$ cat config.mk
export PLATFORM = sky130hd
export DESIGN_NAME = channel_enable_syncword_config
export DESIGN_NICKNAME = d
export VERILOG_FILES = /design/src/rtl/channel_enable_syncword_config.v
export VERILOG_INCLUDE_DIRS = /design/src /design/src/rtl
export SDC_FILE = /design/constraint.sdc
export NUM_CORES = 1
export LEC_CHECK = 0
export BUFFER_PORTS_ARGS = -buffer_cell sky130_fd_sc_hd__buf_2
export CORE_ASPECT_RATIO = 0.8
export CORE_UTILIZATION = 42
export DETAILED_ROUTE_END_ITERATION = 8
export PLACE_DENSITY = 0.79
export SLEW_MARGIN = 20
export SYNTH_ARGS = -nofsm -noshare
export SYNTH_HDL_FRONTEND = slang
export SYNTH_SLANG_ARGS = --single-unit
$ cat constraint.sdc
create_clock -name clk_sys_i -period 2.42 [get_ports clk_sys_i]
set_input_delay 0.363 -clock clk_sys_i [delete_from_list [all_inputs] [get_ports clk_sys_i]]
set_output_delay 0.363 -clock clk_sys_i [all_outputs]
set_load 0.05 [all_outputs]
$ cat src/rtl/chan_cfg_consts.vh
/*
  Constants for the channel-pair and sync-word configuration bank.
  Assumes a word-aligned Avalon-MM slave with 32-bit data.
*/
// Summary of operation
// - Single-channel select keeps only channel A running.
// - Upper-pair enable, reset one, gates channels C, D.
// - Lower-pair enable, reset one, gates channels A, B.
// - Pair off: lanes halved rounding up, converters halved.
// - Odd lane count, pair off: add tail bits.
// - Lower pair off: C, D use A, B slots.
// - Sync-header field: 0 CRC-12, 2 FEC, others reserved.
// - Sync-header choice applies only in 64B/66B formats.
// - All command fields of sync word driven zero.
`ifndef CHAN_CFG_CONSTS_VH
`define CHAN_CFG_CONSTS_VH

`define ADDR_W            12
`define IDX_SYNC_HDR      12'h20F
`define IDX_CHAN_PAIR     12'h209
`define RST_SYNC_HDR      8'h00
`define RST_CHAN_PAIR     8'h03
`define BIT_LOWER_EN      0
`define BIT_UPPER_EN      1
`define BIT_SINGLE_CH     2
`define BE_LOW_LANE       0
`define NUM_CHAN          4
`define CHAN_A            0
`define CHAN_B            1
`define CHAN_C            2
`define CHAN_D            3
`define SH_CRC12          2'h0
`define SH_FEC            2'h2
`define SH_OUT_CRC12      2'h1
`define SH_OUT_FEC        2'h2
`define SH_OUT_NONE       2'h0
`define UNMAPPED_DATA     32'h00000000

`endif

$ cat src/rtl/channel_enable_syncword_config.v
/*
  Register bank for channel-pair enabling and 64B/66B sync-word mode.
  Assumes an Avalon-MM master on clk_sys_i and a link engine that reads the
  derived lane, converter, sample-routing and sync-header controls.
*/
`timescale 1ns/10ps
`default_nettype none
`include "chan_cfg_consts.vh"

module channel_enable_syncword_config (
  // Clock and reset
  input  wire        clk_sys_i,
  input  wire        rst_n_i,
  // Avalon-MM slave
  input  wire [13:0] avs_address_i,
  input  wire        avs_read_i,
  input  wire        avs_write_i,
  input  wire [31:0] avs_writedata_i,
  input  wire [3:0]  avs_byteenable_i,
  output reg  [31:0] avs_readdata_o,
  output reg         avs_waitrequest_o,
  // Link configuration from the rest of the device
  input  wire [4:0]  full_lane_count_i,
  input  wire [4:0]  full_conv_count_i,
  input  wire        link_is_64b66b_i,
  // Derived controls toward the channels and the link engine
  output reg         chan_a_enable_o,
  output reg         chan_b_enable_o,
  output reg         chan_c_enable_o,
  output reg         chan_d_enable_o,
  output reg         single_channel_mode_o,
  output reg  [4:0]  active_lane_count_o,
  output reg  [4:0]  active_conv_count_o,
  output reg         tail_bits_enable_o,
  output reg         cd_to_ab_slots_o,
  output reg  [1:0]  sync_word_kind_o,
  output reg         sync_cmd_zero_o
);

  // Bus handshake states; every access spends one cycle in the answer state.
  localparam BUS_IDLE   = 1'b0;
  localparam BUS_ANSWER = 1'b1;

  reg  [7:0]  channel_pair_control;
  reg  [7:0]  sync_header_select_cfg;
  reg         bus_state;
  reg         next_bus_state;
  reg         next_waitrequest;
  reg  [31:0] next_readdata;
  reg  [7:0]  next_channel_pair_control;
  reg  [7:0]  next_sync_header_select_cfg;
  reg  [4:0]  next_active_lane_count;
  reg  [4:0]  next_active_conv_count;
  reg  [1:0]  next_sync_word_kind;
  wire [3:0]  next_chan_enable;
  wire        next_tail_bits;
  wire        next_cd_to_ab;
  wire [11:0] word_index;
  wire        request;
  wire        answering;
  wire        write_commit;
  wire        read_launch;
  wire        lower_en;
  wire        upper_en;
  wire        single_ch;
  wire        pair_off;
  genvar      ch;

  // True when a word index selects the given register.
  function index_hit;
    input [11:0] index;
    input [11:0] target;
    begin
      index_hit = (index == target);
    end
  endfunction

  // Maps the stored field onto the sync-word kind; reserved codes send none.
  function [1:0] sync_kind;
    input [1:0] sel;
    begin
      case (sel)
        `SH_CRC12: sync_kind = `SH_OUT_CRC12;
        `SH_FEC:   sync_kind = `SH_OUT_FEC;
        default:   sync_kind = `SH_OUT_NONE;
      endcase
    end
  endfunction

  // Whether a channel may run, given both pair enables and single mode.
  // Single mode keeps only channel A; a broken pair setting is not masked.
  function chan_allowed;
    input integer chan;
    input         lower;
    input         upper;
    input         single;
    begin
      case (chan)
        `CHAN_A: chan_allowed = lower;
        `CHAN_B: chan_allowed = lower & ~single;
        `CHAN_C: chan_allowed = upper & ~single;
        `CHAN_D: chan_allowed = upper & ~single;
        default: chan_allowed = 1'b0;
      endcase
    end
  endfunction

  // Lane count with one pair off: half of the full count, rounded up.
  function [4:0] half_round_up;
    input [4:0] count;
    begin
      half_round_up = (count >> 1) + {4'h0, count[0]};
    end
  endfunction

  // Converter count with one pair off: half of the full count.
  function [4:0] half_round_down;
    input [4:0] count;
    begin
      half_round_down = count >> 1;
    end
  endfunction

  assign word_index   = avs_address_i[13:2];
  assign request      = avs_read_i | avs_write_i;
  assign answering    = (bus_state == BUS_ANSWER);
  assign write_commit = answering & avs_write_i & avs_byteenable_i[`BE_LOW_LANE];
  assign read_launch  = ~answering & avs_read_i;

  assign lower_en  = channel_pair_control[`BIT_LOWER_EN];
  assign upper_en  = channel_pair_control[`BIT_UPPER_EN];
  assign single_ch = channel_pair_control[`BIT_SINGLE_CH];
  assign pair_off  = ~lower_en | ~upper_en;

  // An access is taken in the idle state and answered one cycle later, on
  // the edge where the master sees waitrequest low.
  always @* begin
    next_bus_state   = BUS_IDLE;
    next_waitrequest = 1'b1;
    case (bus_state)
      BUS_IDLE: begin
        if (request) begin
          next_bus_state   = BUS_ANSWER;
          next_waitrequest = 1'b0;
        end
      end
      BUS_ANSWER: begin
        next_bus_state   = BUS_IDLE;
        next_waitrequest = 1'b1;
      end
      default: begin
        next_bus_state   = BUS_IDLE;
        next_waitrequest = 1'b1;
      end
    endcase
  end

  always @(posedge clk_sys_i) begin
    if (!rst_n_i) begin
      bus_state <= BUS_IDLE;
    end else begin
      bus_state <= next_bus_state;
    end
  end

  always @(posedge clk_sys_i) begin
    if (!rst_n_i) begin
      avs_waitrequest_o <= 1'b1;
    end else begin
      avs_waitrequest_o <= next_waitrequest;
    end
  end

  // Unmapped indices read as zero.
  always @* begin
    next_readdata = `UNMAPPED_DATA;
    if (index_hit(word_index, `IDX_CHAN_PAIR)) begin
      next_readdata = {24'h000000, channel_pair_control};
    end else if (index_hit(word_index, `IDX_SYNC_HDR)) begin
      next_readdata = {24'h000000, sync_header_select_cfg};
    end
  end

  // Read data is loaded as the access is taken and stands until the next
  // read, so it is still valid on the edge that ends the wait.
  always @(posedge clk_sys_i) begin
    if (!rst_n_i) begin
      avs_readdata_o <= `UNMAPPED_DATA;
    end else if (read_launch) begin
      avs_readdata_o <= next_readdata;
    end
  end

  // Writes land on the edge that ends the wait. Reserved bits are kept as
  // written, so software reads back exactly what it stored.
  always @* begin
    next_channel_pair_control   = channel_pair_control;
    next_sync_header_select_cfg = sync_header_select_cfg;
    if (write_commit) begin
      if (index_hit(word_index, `IDX_CHAN_PAIR)) begin
        next_channel_pair_control = avs_writedata_i[7:0];
      end
      if (index_hit(word_index, `IDX_SYNC_HDR)) begin
        next_sync_header_select_cfg = avs_writedata_i[7:0];
      end
    end
  end

  always @(posedge clk_sys_i) begin
    if (!rst_n_i) begin
      channel_pair_control <= `RST_CHAN_PAIR;
    end else begin
      channel_pair_control <= next_channel_pair_control;
    end
  end

  always @(posedge clk_sys_i) begin
    if (!rst_n_i) begin
      sync_header_select_cfg <= `RST_SYNC_HDR;
    end else begin
      sync_header_select_cfg <= next_sync_header_select_cfg;
    end
  end

  // Per-channel run enables.
  generate
    for (ch = 0; ch < `NUM_CHAN; ch = ch + 1) begin : gen_chan_enable
      assign next_chan_enable[ch] = chan_allowed(ch, lower_en, upper_en, single_ch);
    end
  endgenerate

  always @(posedge clk_sys_i) begin
    if (!rst_n_i) begin
      chan_a_enable_o <= 1'b1;
    end else begin
      chan_a_enable_o <= next_chan_enable[`CHAN_A];
    end
  end

  always @(posedge clk_sys_i) begin
    if (!rst_n_i) begin
      chan_b_enable_o <= 1'b1;
    end else begin
      chan_b_enable_o <= next_chan_enable[`CHAN_B];
    end
  end

  always @(posedge clk_sys_i) begin
    if (!rst_n_i) begin
      chan_c_enable_o <= 1'b1;
    end else begin
      chan_c_enable_o <= next_chan_enable[`CHAN_C];
    end
  end

  always @(posedge clk_sys_i) begin
    if (!rst_n_i) begin
      chan_d_enable_o <= 1'b1;
    end else begin
      chan_d_enable_o <= next_chan_enable[`CHAN_D];
    end
  end

  always @(posedge clk_sys_i) begin
    if (!rst_n_i) begin
      single_channel_mode_o <= 1'b0;
    end else begin
      single_channel_mode_o <= single_ch;
    end
  end

  // Counts shrink when either pair is off; the full counts come from outside.
  always @* begin
    next_active_lane_count = full_lane_count_i;
    next_active_conv_count = full_conv_count_i;
    if (pair_off) begin
      next_active_lane_count = half_round_up(full_lane_count_i);
      next_active_conv_count = half_round_down(full_conv_count_i);
    end
  end

  always @(posedge clk_sys_i) begin
    if (!rst_n_i) begin
      active_lane_count_o <= 5'h00;
    end else begin
      active_lane_count_o <= next_active_lane_count;
    end
  end

  always @(posedge clk_sys_i) begin
    if (!rst_n_i) begin
      active_conv_count_o <= 5'h00;
    end else begin
      active_conv_count_o <= next_active_conv_count;
    end
  end

  // With either pair off, an odd full lane count leaves the highest lane short; tail bits pad it.
  assign next_tail_bits = pair_off & full_lane_count_i[0];

  always @(posedge clk_sys_i) begin
    if (!rst_n_i) begin
      tail_bits_enable_o <= 1'b0;
    end else begin
      tail_bits_enable_o <= next_tail_bits;
    end
  end

  assign next_cd_to_ab = ~lower_en;

  always @(posedge clk_sys_i) begin
    if (!rst_n_i) begin
      cd_to_ab_slots_o <= 1'b0;
    end else begin
      cd_to_ab_slots_o <= next_cd_to_ab;
    end
  end

  // The sync-header choice only matters in 64B/66B formats.
  always @* begin
    next_sync_word_kind = `SH_OUT_NONE;
    if (link_is_64b66b_i) begin
      next_sync_word_kind = sync_kind(sync_header_select_cfg[1:0]);
    end
  end

  always @(posedge clk_sys_i) begin
    if (!rst_n_i) begin
      sync_word_kind_o <= `SH_OUT_NONE;
    end else begin
      sync_word_kind_o <= next_sync_word_kind;
    end
  end

  // No command-channel features: the command fields always send idle zeros.
  always @(posedge clk_sys_i) begin
    if (!rst_n_i) begin
      sync_cmd_zero_o <= 1'b1;
    end else begin
      sync_cmd_zero_o <= 1'b1;
    end
  end

endmodule
`default_nettype wire

After elaboration in Yosys (flattened, before gate mapping)
Index checks and enable logic that the tools add are counted.
{"block": "totals", "latchBits": 0, "mem_count": 0, "romBits": 0, "ram_bits": 0, "elab_cells": 46, "register_bits": 68, "output_inout_bits": 53, "in_bits": 65}
{"block": "classes", "reduce_logical": 5, "n_eq_ne": 3, "add_sub_neg": 1, "mul": 0, "n_bitwise": 13, "n_lt_le_gt_ge": 0, "mux": 9, "shifts": 0, "n_div": 0}
{"op": "$eq A12 B10 Y1 const B", "n": 2}
{"op": "$mux W8", "n": 2}
{"op": "$and A1 B1 Y1", "n": 6}
{"op": "$reduce_and A2 Y1", "n": 3}
{"op": "$add A4 B1 Y5", "n": 1}
{"op": "$mux W5", "n": 1}
{"op": "$not A1 Y1", "n": 5}
{"op": "$mux W4", "n": 1}
{"op": "$pmux W1 S2", "n": 2}
{"op": "$pmux W2 S2", "n": 1}
{"op": "$eq A2 B2 Y1 const B", "n": 1}
{"op": "$logic_not A2 Y1", "n": 1}
{"op": "$mux W1", "n": 2}
{"op": "$or A1 B1 Y1", "n": 2}
{"op": "$reduce_or A2 Y1", "n": 1}

Logic depth before layout (Yosys ltp)
Gate-level depths: netlist of run 1.
{"block": "logic_depth", "ltp_word": 3, "mapped_depth": 5, "mapped_depth_nobuf": 5}

Worst setup path after synthesis of run 1
Ideal clock, no wire load.
{"block": "synth_path", "path_type": "input port to flip-flop", "from": "input port avs_address_i[10]", "to": "register channel_pair_control[0]", "t_required_ps": 2294, "t_arrival_ps": 1837, "cell_stages": 5, "setup_time_ps": 126, "path_slack_ps": 457, "path_buffers": 1, "cell_sequence": "or4b_4 -> or4_1 -> buf_2 -> mux2i_1 -> nand2_1"}
{"block": "synth_between", "elab_chain_cells": 2}
{"item": "start, declared", "line_no": "channel_enable_syncword_config.v:15", "text": "input wire [13:0] avs_address_i,"}
{"item": "$eq A12 B10 Y1", "line_no": "channel_enable_syncword_config.v:74", "text": "index_hit = (index == target);"}
{"item": "$reduce_and A2 Y1 (no line)"}
{"item": "end signal, assigned", "line_no": "channel_enable_syncword_config.v:211", "text": "channel_pair_control <= `RST_CHAN_PAIR;"}
{"item": "end signal, assigned", "line_no": "channel_enable_syncword_config.v:213", "text": "channel_pair_control <= next_channel_pair_control;"}
{"item": "end, declared", "line_no": "channel_enable_syncword_config.v:44", "text": "reg [7:0] channel_pair_control;"}
Every way passes these cells.
A chain may end at the register's enable or synchronous reset.

Worst setup path in the final report of run 1
{"block": "layout_path", "from": "input port avs_address_i[10]", "to": "register channel_pair_control[2]"}
The elaborated chain is that of the path after synthesis.

==> results.ini, run 1 <==
[power_and_ir_drop]
swShare_pct=30.3
p_leak_uw=0.00107
p_switching_uw=433
comb_power_share_pct=18.2
p_seq_share_pct=52.6
power.density_mw_per_mm2=637
ir_worst_vdd_mv=0.292
intPower_uw=997
clock_power_share_pct=29.2

[route]
first_pass_iters=4
finalWirelength_um=3560
ant_nets=0
drt-wirelength-per-cell_um=11.0
drc=0
dr_total_vias=1456
drtIter0Drc=67
drt-vias-per-instance=4.51

[flow_run]
cap_violations=0

[yosys]
synth_edf_count=0
yosysSeqAreaShare_pct=46.8
synthCells=202
synth-warning-count=0
avgSynthCellArea_um2=9.32
yosys.area.top_type=dfxtp_1
synth_most_common_cell=dfxtp_1
yosys-top-cells-area=dfxtp_1, buf_4, mux2i_1
ys_async_sr_fraction_pct=0
synth_area_mm2=0.00188
yosys.cell_types.count=30
synth_common_cells=dfxtp_1, nand2_1, buf_4, mux2i_1, nor2b_1
synth_top_area_share_pct=46.8
yosys_register_bits=44
synth_ff_type=dfxtp_1

[timing]
worst_slew_pin_slew_ps=577
setup_violations=0
finalCriticalPeriod_ps=1850
fmax_mhz=541
maxSlewHeadroom_pct=61.5
finalSetupTns_ps=0
rsz0062_at_grt=false
maxSlewViolCount=0
finalHoldViolations=0
fin_crit_sh_pct=76.3
fin_skew_ps=4.01

[finish]
antennaDiodeCount=0
area_growth_pct=19.2
fin_util_pct=53.0
num-nets-final=333
drive_above_1_share_pct=28.9

[min_path]
worstHoldPathType=input port to flip-flop

[critical_path]
cp_max_fo=8
reg2reg_slack_ps=830
crit_arrival_ps=2020
crit_type=input port to flip-flop
crit_path_start_kind=input port
critPathRequiredTime_ps=2590
critPathCaptureType=flip-flop

[grt]
track_usage_pct=15.0
grt_pass1_vias=1255
grt_max_degree=41
grt_antenna_before_repair=0
grt_pass1_wl_um=5500
grt_overflow=0

[clock_network]
cts_max_level=2
cts_tree=built
postCtsHoldBufs=0
clk_pin_slew_ps=70
clockBufferDepth=2
numCtsBuffers=5
clock_sink_count=44
insertion_delay_ps=280
cts-root-buf=clkbuf_8
cts_setup_buffers=0
cts-resized-gates=0

[floorplan]
die_area_mm2=0.00475
start_util_pct=44.5
core.rowCount=21
die_width_um=76.8
core_area_mm2=0.00423
dieHeight_um=61.9
io_pins=118

[status]
status=completed

[place]
hpwl_um=2550
gp_congestion=0.672
io_buffer_count=63

-- cells in the final DEF, fill, tap and decap left out, drive strengths merged, types with 3 or more instances in the layout --
cell	Yosys	routed
buf	27	68
dfxtp	44	44
clkbuf	7	6
inv	4	4
a21boi	7	7
o21ai	10	10
nor2b	15	15
mux2i	16	16
nand2	37	37
conb	2	25
nand3	3	3
a31oi	8	8
-- path summary, 6_finish.rpt --
| path | cells after the start | startpoint | to |
|---|---|---|---|
| min | 3 | avs_writedata_i[0] | channel_pair_control[0] |
| max reg2reg | 5 | answering | channel_pair_control[2] |
| min reg2reg | 2 | channel_pair_control[6] | avs_readdata_o[6] |
| max | 6 | avs_address_i[10] | channel_pair_control[2] |
-- power by group through the flow --
stage | combinational [µW] | sequential (µW) | clock, µW
after floorplan | 158 | 841 | 0
after global placement | 257 | 770 | 0
after detailed placement | 260 | 770 | 0
after CTS | 260 | 753 | 436
after global routing | 276 | 755 | 464
final | 260 | 753 | 417
-- through the flow --
step                      worst slack (ps)  cells  area [µm²]  hold WS (ps)  power (µW)
after CTS                              572    323        2240           294        1450
after global routing                   502    323        2240           307        1500
after global placement                 309    316        2170           457        1030
after detailed placement               281    316        2170           466        1030
final                                  573    323        2240           304        1430
after floorplan                        457    225        1970           430         998
-- logic make-up after synthesis --
group / after synthesis / share of synthesized area (%)
AO/OA/AOI/OAI: 28 / 9.31
XOR/XNOR: 1 / 0.466
adder cells (fa/ha/maj): 2 / 1.33
buffers and inverters: 38 / 12.8
flip-flops: 44 / 46.8
multiplexers: 16 / 8.51
other: 2 / 0.399
AND/OR/NAND/NOR: 71 / 20.3
-- layout make-up --
type | instances | area (µm²)
clock buffer | 6 | 72.6
timing repair buffer | 68 | 353
sequential | 44 | 881
fill | 417 | 1990
multi-input combinational | 143 | 846
inverter | 4 | 15.0
tap | 57 | 71.3
clock inverter | 1 | 5.00
-- routing by layer --
layer	up-vias	routed length [µm]	global-route usage, %
met2	44	1700	26.9
met3	2	174	3.80
met5	-	0	0
met4	0	14	4.95
met1	661	1660	18.1
li1	749	-	-
-- registers in the layout, summed over array words and instances, names as in the netlist --
register and count:
cd_to_ab_slots_o 1, tail_bits_enable_o 1, chan_d_enable_o 1, avs_waitrequest_o 1, chan_a_enable_o 1, sync_word_kind_o 2, single_channel_mode_o 1, active_lane_count_o 5
answering 1, channel_pair_control 8, active_conv_count_o 5, chan_b_enable_o 1, sync_header_select_cfg 8, avs_readdata_o 8
-- critical path, stage by stage --
cell	delay, ps
buf_2	90
or4b_4	570
or4_1	540
buf_4	200
mux2i_1	180
nor2b_1	70
No activity file was read; power rests on OpenSTA's default activity.
==> run 2, diff against run 1 <==
--- a/config.mk
+++ b/config.mk
@@ -6,11 +6,12 @@
 export SDC_FILE = /design/constraint.sdc
 export NUM_CORES = 1
 export LEC_CHECK = 0
+export ABC_AREA = 1
 export BUFFER_PORTS_ARGS = -buffer_cell sky130_fd_sc_hd__buf_2
 export CORE_ASPECT_RATIO = 0.8
-export CORE_UTILIZATION = 42
+export CORE_UTILIZATION = 39
 export DETAILED_ROUTE_END_ITERATION = 8
-export PLACE_DENSITY = 0.79
+export PLACE_DENSITY = 0.75
 export SLEW_MARGIN = 20
 export SYNTH_ARGS = -nofsm -noshare
 export SYNTH_HDL_FRONTEND = slang
==> constraint.sdc (replaced) <==
create_clock -name clk_sys_i -period 1.69 [get_ports clk_sys_i]
set_input_delay 0.2535 -clock clk_sys_i [delete_from_list [all_inputs] [get_ports clk_sys_i]]
set_output_delay 0.2535 -clock clk_sys_i [all_outputs]
set_load 0.05 [all_outputs]
==> run 2 against run 1 <==
Effect of this change: flip-flop and latch count did not move; register-to-register slack got worse by 440 ps; critical path depth unchanged; wire length rose by 7.9%; sequential power is 43% higher; critical endpoint is now sync_header_select_cfg[3]; sequential share of layout area is 2.6 points lower; largest power group unchanged; synthesized cell count up 42%; combinational power is 55% higher; area after synthesis is 8.7% higher; count of clock-buffer cells in the layout fell by 1.
==> results.ini, run 2 <==
[status]
status=completed  ; unchanged

[clock_network]
clock_sink_count=44  ; unchanged
cts_max_level=2  ; unchanged
cts_setup_buffers=0  ; unchanged
clk_pin_slew_ps=80  ; was 70 ps
numCtsBuffers=5  ; unchanged
cts-resized-gates=0  ; unchanged
cts-root-buf=clkbuf_8  ; unchanged
clockBufferDepth=2  ; unchanged
postCtsHoldBufs=0  ; unchanged
insertion_delay_ps=290  ; was 280 ps
cts_tree=built  ; unchanged

[finish]
fillCellCount=502  ; was 417
antennaDiodeCount=0  ; unchanged
num-nets-final=415  ; was 333
layout_common_cells=nor2_1, buf_2, nand2_1  ; was buf_2, dfxtp_1, nand2_1
area_growth_pct=17.5  ; was 19.2%
final_common_cell=nor2_1  ; was buf_2
top_regs=avs_readdata_o (8), channel_pair_control (8), sync_header_select_cfg (8)  ; unchanged
drive_above_1_share_pct=23.3  ; was 28.9%

[power_and_ir_drop]
ir_worst_vdd_mv=0.628  ; was 0.292 mV
p_leak_uw=0.00134  ; was 0.00107 µW
power.density_mw_per_mm2=925  ; was 637 mW/mm²

[route]
drt-vias-per-instance=4.23  ; was 4.51
first_pass_iters=4  ; unchanged
dr_total_vias=1730  ; was 1,456
drtIter0Drc=80  ; was 67
finalWirelength_um=3840  ; was 3560 µm
drt-wirelength-per-cell_um=9.38  ; was 11.0 µm
ant_nets=0  ; unchanged
drc=0  ; unchanged

[yosys]
synth_ff_type=dfxtp_1  ; unchanged
synthCells=286  ; was 202
yosys_register_bits=44  ; unchanged
synth_common_cells=nor2_1, nand2_1, dfxtp_1, inv_1  ; was dfxtp_1, nand2_1, buf_4, mux2i_1, nor2b_1
yosys.cell_types.count=19  ; was 30
synth-warning-count=0  ; unchanged
ys_async_sr_fraction_pct=0  ; unchanged
yosys.area.top_type=dfxtp_1  ; unchanged
synth_top_area_share_pct=43.1  ; was 46.8%
synth_most_common_cell=nor2_1  ; was dfxtp_1
synth_area_mm2=0.00205  ; was 0.00188 mm²
avgSynthCellArea_um2=7.15  ; was 9.32 µm²
synth_edf_count=0  ; unchanged
yosysSeqAreaShare_pct=43.1  ; was 46.8%
yosys-top-cells-area=dfxtp_1, nor2_1, buf_4  ; was dfxtp_1, buf_4, mux2i_1

[timing]
setup_violations=0  ; unchanged
rsz0062_at_grt=false  ; unchanged
fin_crit_sh_pct=77.1
fin_skew_ps=7.85  ; was 4.01 ps
finalHoldViolations=0  ; unchanged
finalCriticalPeriod_ps=1300
fmax_mhz=767
maxSlewViolCount=0  ; unchanged
finalSetupTns_ps=0  ; unchanged
setup_ws_ps=387  ; was 573 ps

[floorplan]
die_width_um=83.0  ; was 76.8 µm
dieHeight_um=66.8  ; was 61.9 µm
core.rowCount=23  ; was 21
io_pins=118  ; unchanged
start_util_pct=40.6  ; was 44.5%
die_area_mm2=0.00554  ; was 0.00475 mm²
core_area_mm2=0.00504  ; was 0.00423 mm²

[critical_path]
reg2reg_slack_ps=390  ; was 830 ps
reg2reg_to=sync_header_select_cfg[3]  ; was channel_pair_control[2]
crit_arrival_ps=1540  ; was 2020 ps
crit_start=answering  ; was avs_address_i[10]
critPathRequiredTime_ps=1920  ; was 2590 ps
crit_end=sync_header_select_cfg[3]  ; was channel_pair_control[2]
cp_max_fo=16  ; was 8
critPathCaptureType=flip-flop  ; unchanged
rr_worst_depth=6  ; was 5
timing.rr.start=answering  ; unchanged
crit_type=flip-flop to flip-flop  ; was input port to flip-flop
crit_path_start_kind=flip-flop  ; was input port

[grt]
use_met2_pct=22.2  ; was 26.9%
met3_usage_pct=3.59  ; was 3.80%
track_usage_pct=14.4  ; was 15.0%
grt_busiest_layer=met2  ; unchanged
grt_pass1_wl_um=6250  ; was 5500 µm
grt_antenna_before_repair=0  ; unchanged
grt_overflow=0  ; unchanged
grt_max_degree=27  ; was 41
grt_pass1_vias=1402  ; was 1,255
use_met1_pct=18.9  ; was 18.1%

[place]
dpl_worst_slack_ps=330  ; was 281 ps
io_buffer_count=63  ; unchanged
hpwl_um=2930  ; was 2550 µm
gp_congestion=0.800  ; was 0.672

[min_path]
hold_start=avs_writedata_i[1]  ; was avs_writedata_i[0]
worstHoldPathType=input port to flip-flop  ; unchanged

[flow_run]
cap_violations=0  ; unchanged

-- run 2: cell types whose count changed after synthesis, sizes merged, moves of 7 or more --
| cell | change |
|---|---|
| nor2 | +67 |
| inv | +31 |
| nand3 | +26 |
| nand2 | +17 |
| mux2i | -16 |
| nor2b | -15 |
| a31oi | -8 |
| a21boi | -7 |
-- run 2: stage by stage --
| step | total power (µW) | instance area, µm² | std cells | utilization [%] | hold WS, ps |
|---|---|---|---|---|---|
| floorplan | 1450 | 2130 | 309 | - | 367 |
| global placement | 1500 | 2300 | 403 | 45.8 | 453 |
| detailed placement | 1510 | 2300 | 403 | 45.8 | 456 |
| CTS | 2240 | 2400 | 409 | 47.7 | 186 |
| global route | 2320 | 2400 | 409 | 47.7 | 185 |
| finish | 2220 | 2400 | 409 | 47.7 | 185 |
-- run 2: worst min-delay path by stage --
| stage | to | slack (ps) | cells after the start |
|---|---|---|---|
| floorplan | channel_pair_control[0] | 370 | 2 |
| global placement | answering | 450 | 1 |
| detailed placement | answering | 460 | 1 |
| CTS | channel_pair_control[0] | 190 | 3 |
| global route | channel_pair_control[1] | 180 | 3 |
| finish | channel_pair_control[1] | 190 | 3 |
-- run 2: power by group --
group	total [µW]	leakage, µW	switching, µW	internal, µW
combinational	403	0.000926	319	84.3
clock	743	0.0000501	319	424
sequential	1080	0.000360	10.9	1070
total	2220	0.00134	649	1580
-- run 2: per-layer routing --
layer,part of all wire (%),vias up,wire [µm]
li1,-,934,-
met2,44,50,1700
met5,0,-,0
met4,1.5,0,58
met3,4.8,7,183
met1,49,739,1900
-- run 2: critical path, cell delays in order, from the launching register on --
cell and delay [ps]:
dfxtp_1 350, nand2_1 60, nor2_1 320, nand3_4 260, nand2_1 120, nand2_1 50
nor2_1 90
-- run 2: cell families after synthesis --
kind of cell    share of synthesized area, %
compound gates                          2.45
xor+xnor                               0.428
fa+ha+maj                               1.22
buf+inv                                 18.7
flops                                   43.1
other cells                            0.367
simple gates                            33.8
-- run 2: cell type report --
type                       instances  area [µm²]  area share, %
timing repair buffer              67         345           14.4
inverter                          35         131           5.47
multi-input combinational        195         870           36.2
clock buffer                       5        68.8           2.86
clock inverter                     1        30.0           1.25
sequential                        44         881           36.6
tap                               62        77.6           3.23
==> run 3, diff against run 2 <==
--- a/config.mk
+++ b/config.mk
@@ -9,9 +9,9 @@
 export ABC_AREA = 1
 export BUFFER_PORTS_ARGS = -buffer_cell sky130_fd_sc_hd__buf_2
 export CORE_ASPECT_RATIO = 0.8
-export CORE_UTILIZATION = 39
+export CORE_UTILIZATION = 44
 export DETAILED_ROUTE_END_ITERATION = 8
-export PLACE_DENSITY = 0.75
+export PLACE_DENSITY = 0.8
 export SLEW_MARGIN = 20
 export SYNTH_ARGS = -nofsm -noshare
 export SYNTH_HDL_FRONTEND = slang
==> constraint.sdc (replaced) <==
create_clock -name clk_sys_i -period 1.35 [get_ports clk_sys_i]
set_input_delay 0.2025 -clock clk_sys_i [delete_from_list [all_inputs] [get_ports clk_sys_i]]
set_output_delay 0.2025 -clock clk_sys_i [all_outputs]
set_load 0.05 [all_outputs]
==> run 3 against run 2 <==
Effect of this change: worst setup slack got worse by 180 ps; critical path depth did not move; first-iteration DRC count rose by 16%; die area fell by 11%; global-route usage rose by 3.3 points; register-to-register slack got worse by 180 ps.
==> results.ini, run 3 (synthesis results as in run 2) <==
[critical_path]
crit_path_start_kind=flip-flop  ; unchanged
crit_arrival_ps=1330  ; was 1540 ps
critPathRequiredTime_ps=1540  ; was 1920 ps
reg2reg_slack_ps=210  ; was 390 ps
cp_max_fo=7  ; was 16
crit_type=flip-flop to flip-flop  ; unchanged
critPathCaptureType=flip-flop  ; unchanged

[finish]
layout_common_cells=nor2_1, buf_2, nand2_1  ; unchanged
antennaDiodeCount=0  ; unchanged
fillCellCount=416  ; was 502
drive_above_1_share_pct=24.6  ; was 23.3%
final_common_cell=nor2_1  ; unchanged
num-nets-final=419  ; was 415
fin_util_pct=57.0  ; was 47.7%
area_growth_pct=20.0  ; was 17.5%
seqCellArea_um2=881  ; unchanged
final_cell_area_mm2=0.00245  ; was 0.00240 mm²
top_regs=avs_readdata_o (8), channel_pair_control (8), sync_header_select_cfg (8)  ; unchanged
multi_input_comb_area_um2=870  ; unchanged

[clock_network]
cts-resized-gates=0  ; unchanged
clockBufferDepth=2  ; unchanged
cts_max_level=2  ; unchanged
clk_pin_slew_ps=80  ; about the same
cts_tree=built  ; unchanged
numCtsBuffers=5  ; unchanged
cts-root-buf=clkbuf_8  ; unchanged
clock_sink_count=44  ; unchanged
insertion_delay_ps=290  ; about the same
postCtsHoldBufs=0  ; unchanged
cts_setup_buffers=0  ; unchanged

[power_and_ir_drop]
clock_power_share_pct=36.6  ; was 33.4%
intPower_uw=2100  ; was 1580 µW
swShare_pct=28.3  ; was 29.2%
power.density_mw_per_mm2=1190  ; was 925 mW/mm²
p_leak_uw=0.00137  ; was 0.00134 µW
p_switching_uw=828  ; was 649 µW
comb_power_share_pct=17.3  ; was 18.1%
p_seq_share_pct=46.2  ; was 48.5%
ir_worst_vdd_mv=0.621  ; was 0.628 mV

[floorplan]
io_pins=118  ; unchanged
die_area_mm2=0.00493  ; was 0.00554 mm²
dieHeight_um=63.0  ; was 66.8 µm
start_util_pct=47.5  ; was 40.6%
die_width_um=78.2  ; was 83.0 µm
core.rowCount=21  ; was 23
core_area_mm2=0.00431  ; was 0.00504 mm²

[route]
drc=0  ; unchanged
wirelength_met1_um=1950  ; was 1900 µm
dr_total_vias=1733  ; was 1,730
drtIter0Drc=93  ; was 80
top_layer=met4  ; unchanged
drt-wirelength-per-cell_um=9.54  ; was 9.38 µm
drt-vias-per-instance=4.23  ; about the same
met3_length_um=238  ; was 183 µm
ant_nets=0  ; unchanged
first_pass_iters=4  ; unchanged
wl_met2_um=1650  ; was 1700 µm
finalWirelength_um=3910  ; was 3840 µm

[min_path]
worstHoldPathType=input port to flip-flop  ; unchanged

[place]
place_area_mm2=0.00233  ; was 0.00230 mm²
io_buffer_count=63  ; unchanged
hpwl_um=2910  ; was 2930 µm
gp_congestion=0.774  ; was 0.800

[grt]
grt_pass1_vias=1554  ; was 1,402
grt_max_degree=27  ; unchanged
grt_pass1_wl_um=6730  ; was 6250 µm
grt_antenna_before_repair=0  ; unchanged
grt_overflow=0  ; unchanged
track_usage_pct=17.7  ; was 14.4%

[timing]
fin_crit_sh_pct=84.6  ; was 77.1%
rsz0062_at_grt=false  ; unchanged
fmax_mhz=876  ; was 767 MHz
finalHoldViolations=0  ; unchanged
setup_violations=0  ; unchanged
fin_skew_ps=6.92  ; was 7.85 ps
maxSlewViolCount=0  ; unchanged
finalCriticalPeriod_ps=1140  ; was 1300 ps
finalSetupTns_ps=0  ; unchanged

[status]
status=completed  ; unchanged

[flow_run]
cap_violations=0  ; unchanged

run 3: changes by cell type in the layout (fill, tap and decap cells not counted):
cell      before  now
buf_4          4    8
clkbuf_8       5    7
run 3: final timing paths:
check,from,to,cells past startpoint
worst min-delay path,avs_writedata_i[0],channel_pair_control[0],3
worst max-delay path,channel_pair_control[0],active_lane_count_o[3],6
worst max register to register,channel_pair_control[0],active_lane_count_o[3],6
worst min register to register,answering,answering,1
run 3: worst max-delay path, stage by stage (launching register included):
cell	delay, ps
dfxtp_1	410
nand2_1	170
buf_4	190
nor2_1	80
nor2_1	40
o21ai_0	90
inv_1	50
run 3: cell type report:
class                      count  share of cell area, %
sequential                    44                   35.9
multi-input combinational    195                   35.4
timing repair buffer          71                   15.3
inverter                      35                   5.35
clock buffer                   7                   3.92
tap                           57                   2.91
clock inverter                 1                   1.22
run 3: through the flow:
stage	hold slack, ps	setup WS, ps	power (µW)	std cells
2_1_floorplan	316	186	1820	309
3_3_place_gp	431	148	1880	402
3_5_place_dp	435	138	1880	402
4_1_cts	126	198	2950	410
5_1_grt	132	55.6	3060	410
6_report	127	209	2920	410
run 3: routing by layer:
| metal | GRT usage (%) | vias up |
|---|---|---|
| met5 | 0 | - |
| met4 | 8.10 | 0 |
| met3 | 5.55 | 8 |
| met2 | 26.9 | 59 |
| met1 | 22.9 | 718 |
| li1 | - | 948 |
run 3: power by group through the flow:
stage	logic, µW	registers (µW)	clock network [µW]
floorplan	312	1510	0
global placement	499	1380	0
detailed placement	504	1380	0
CTS	507	1350	1090
global route	543	1350	1160
finish	505	1350	1070
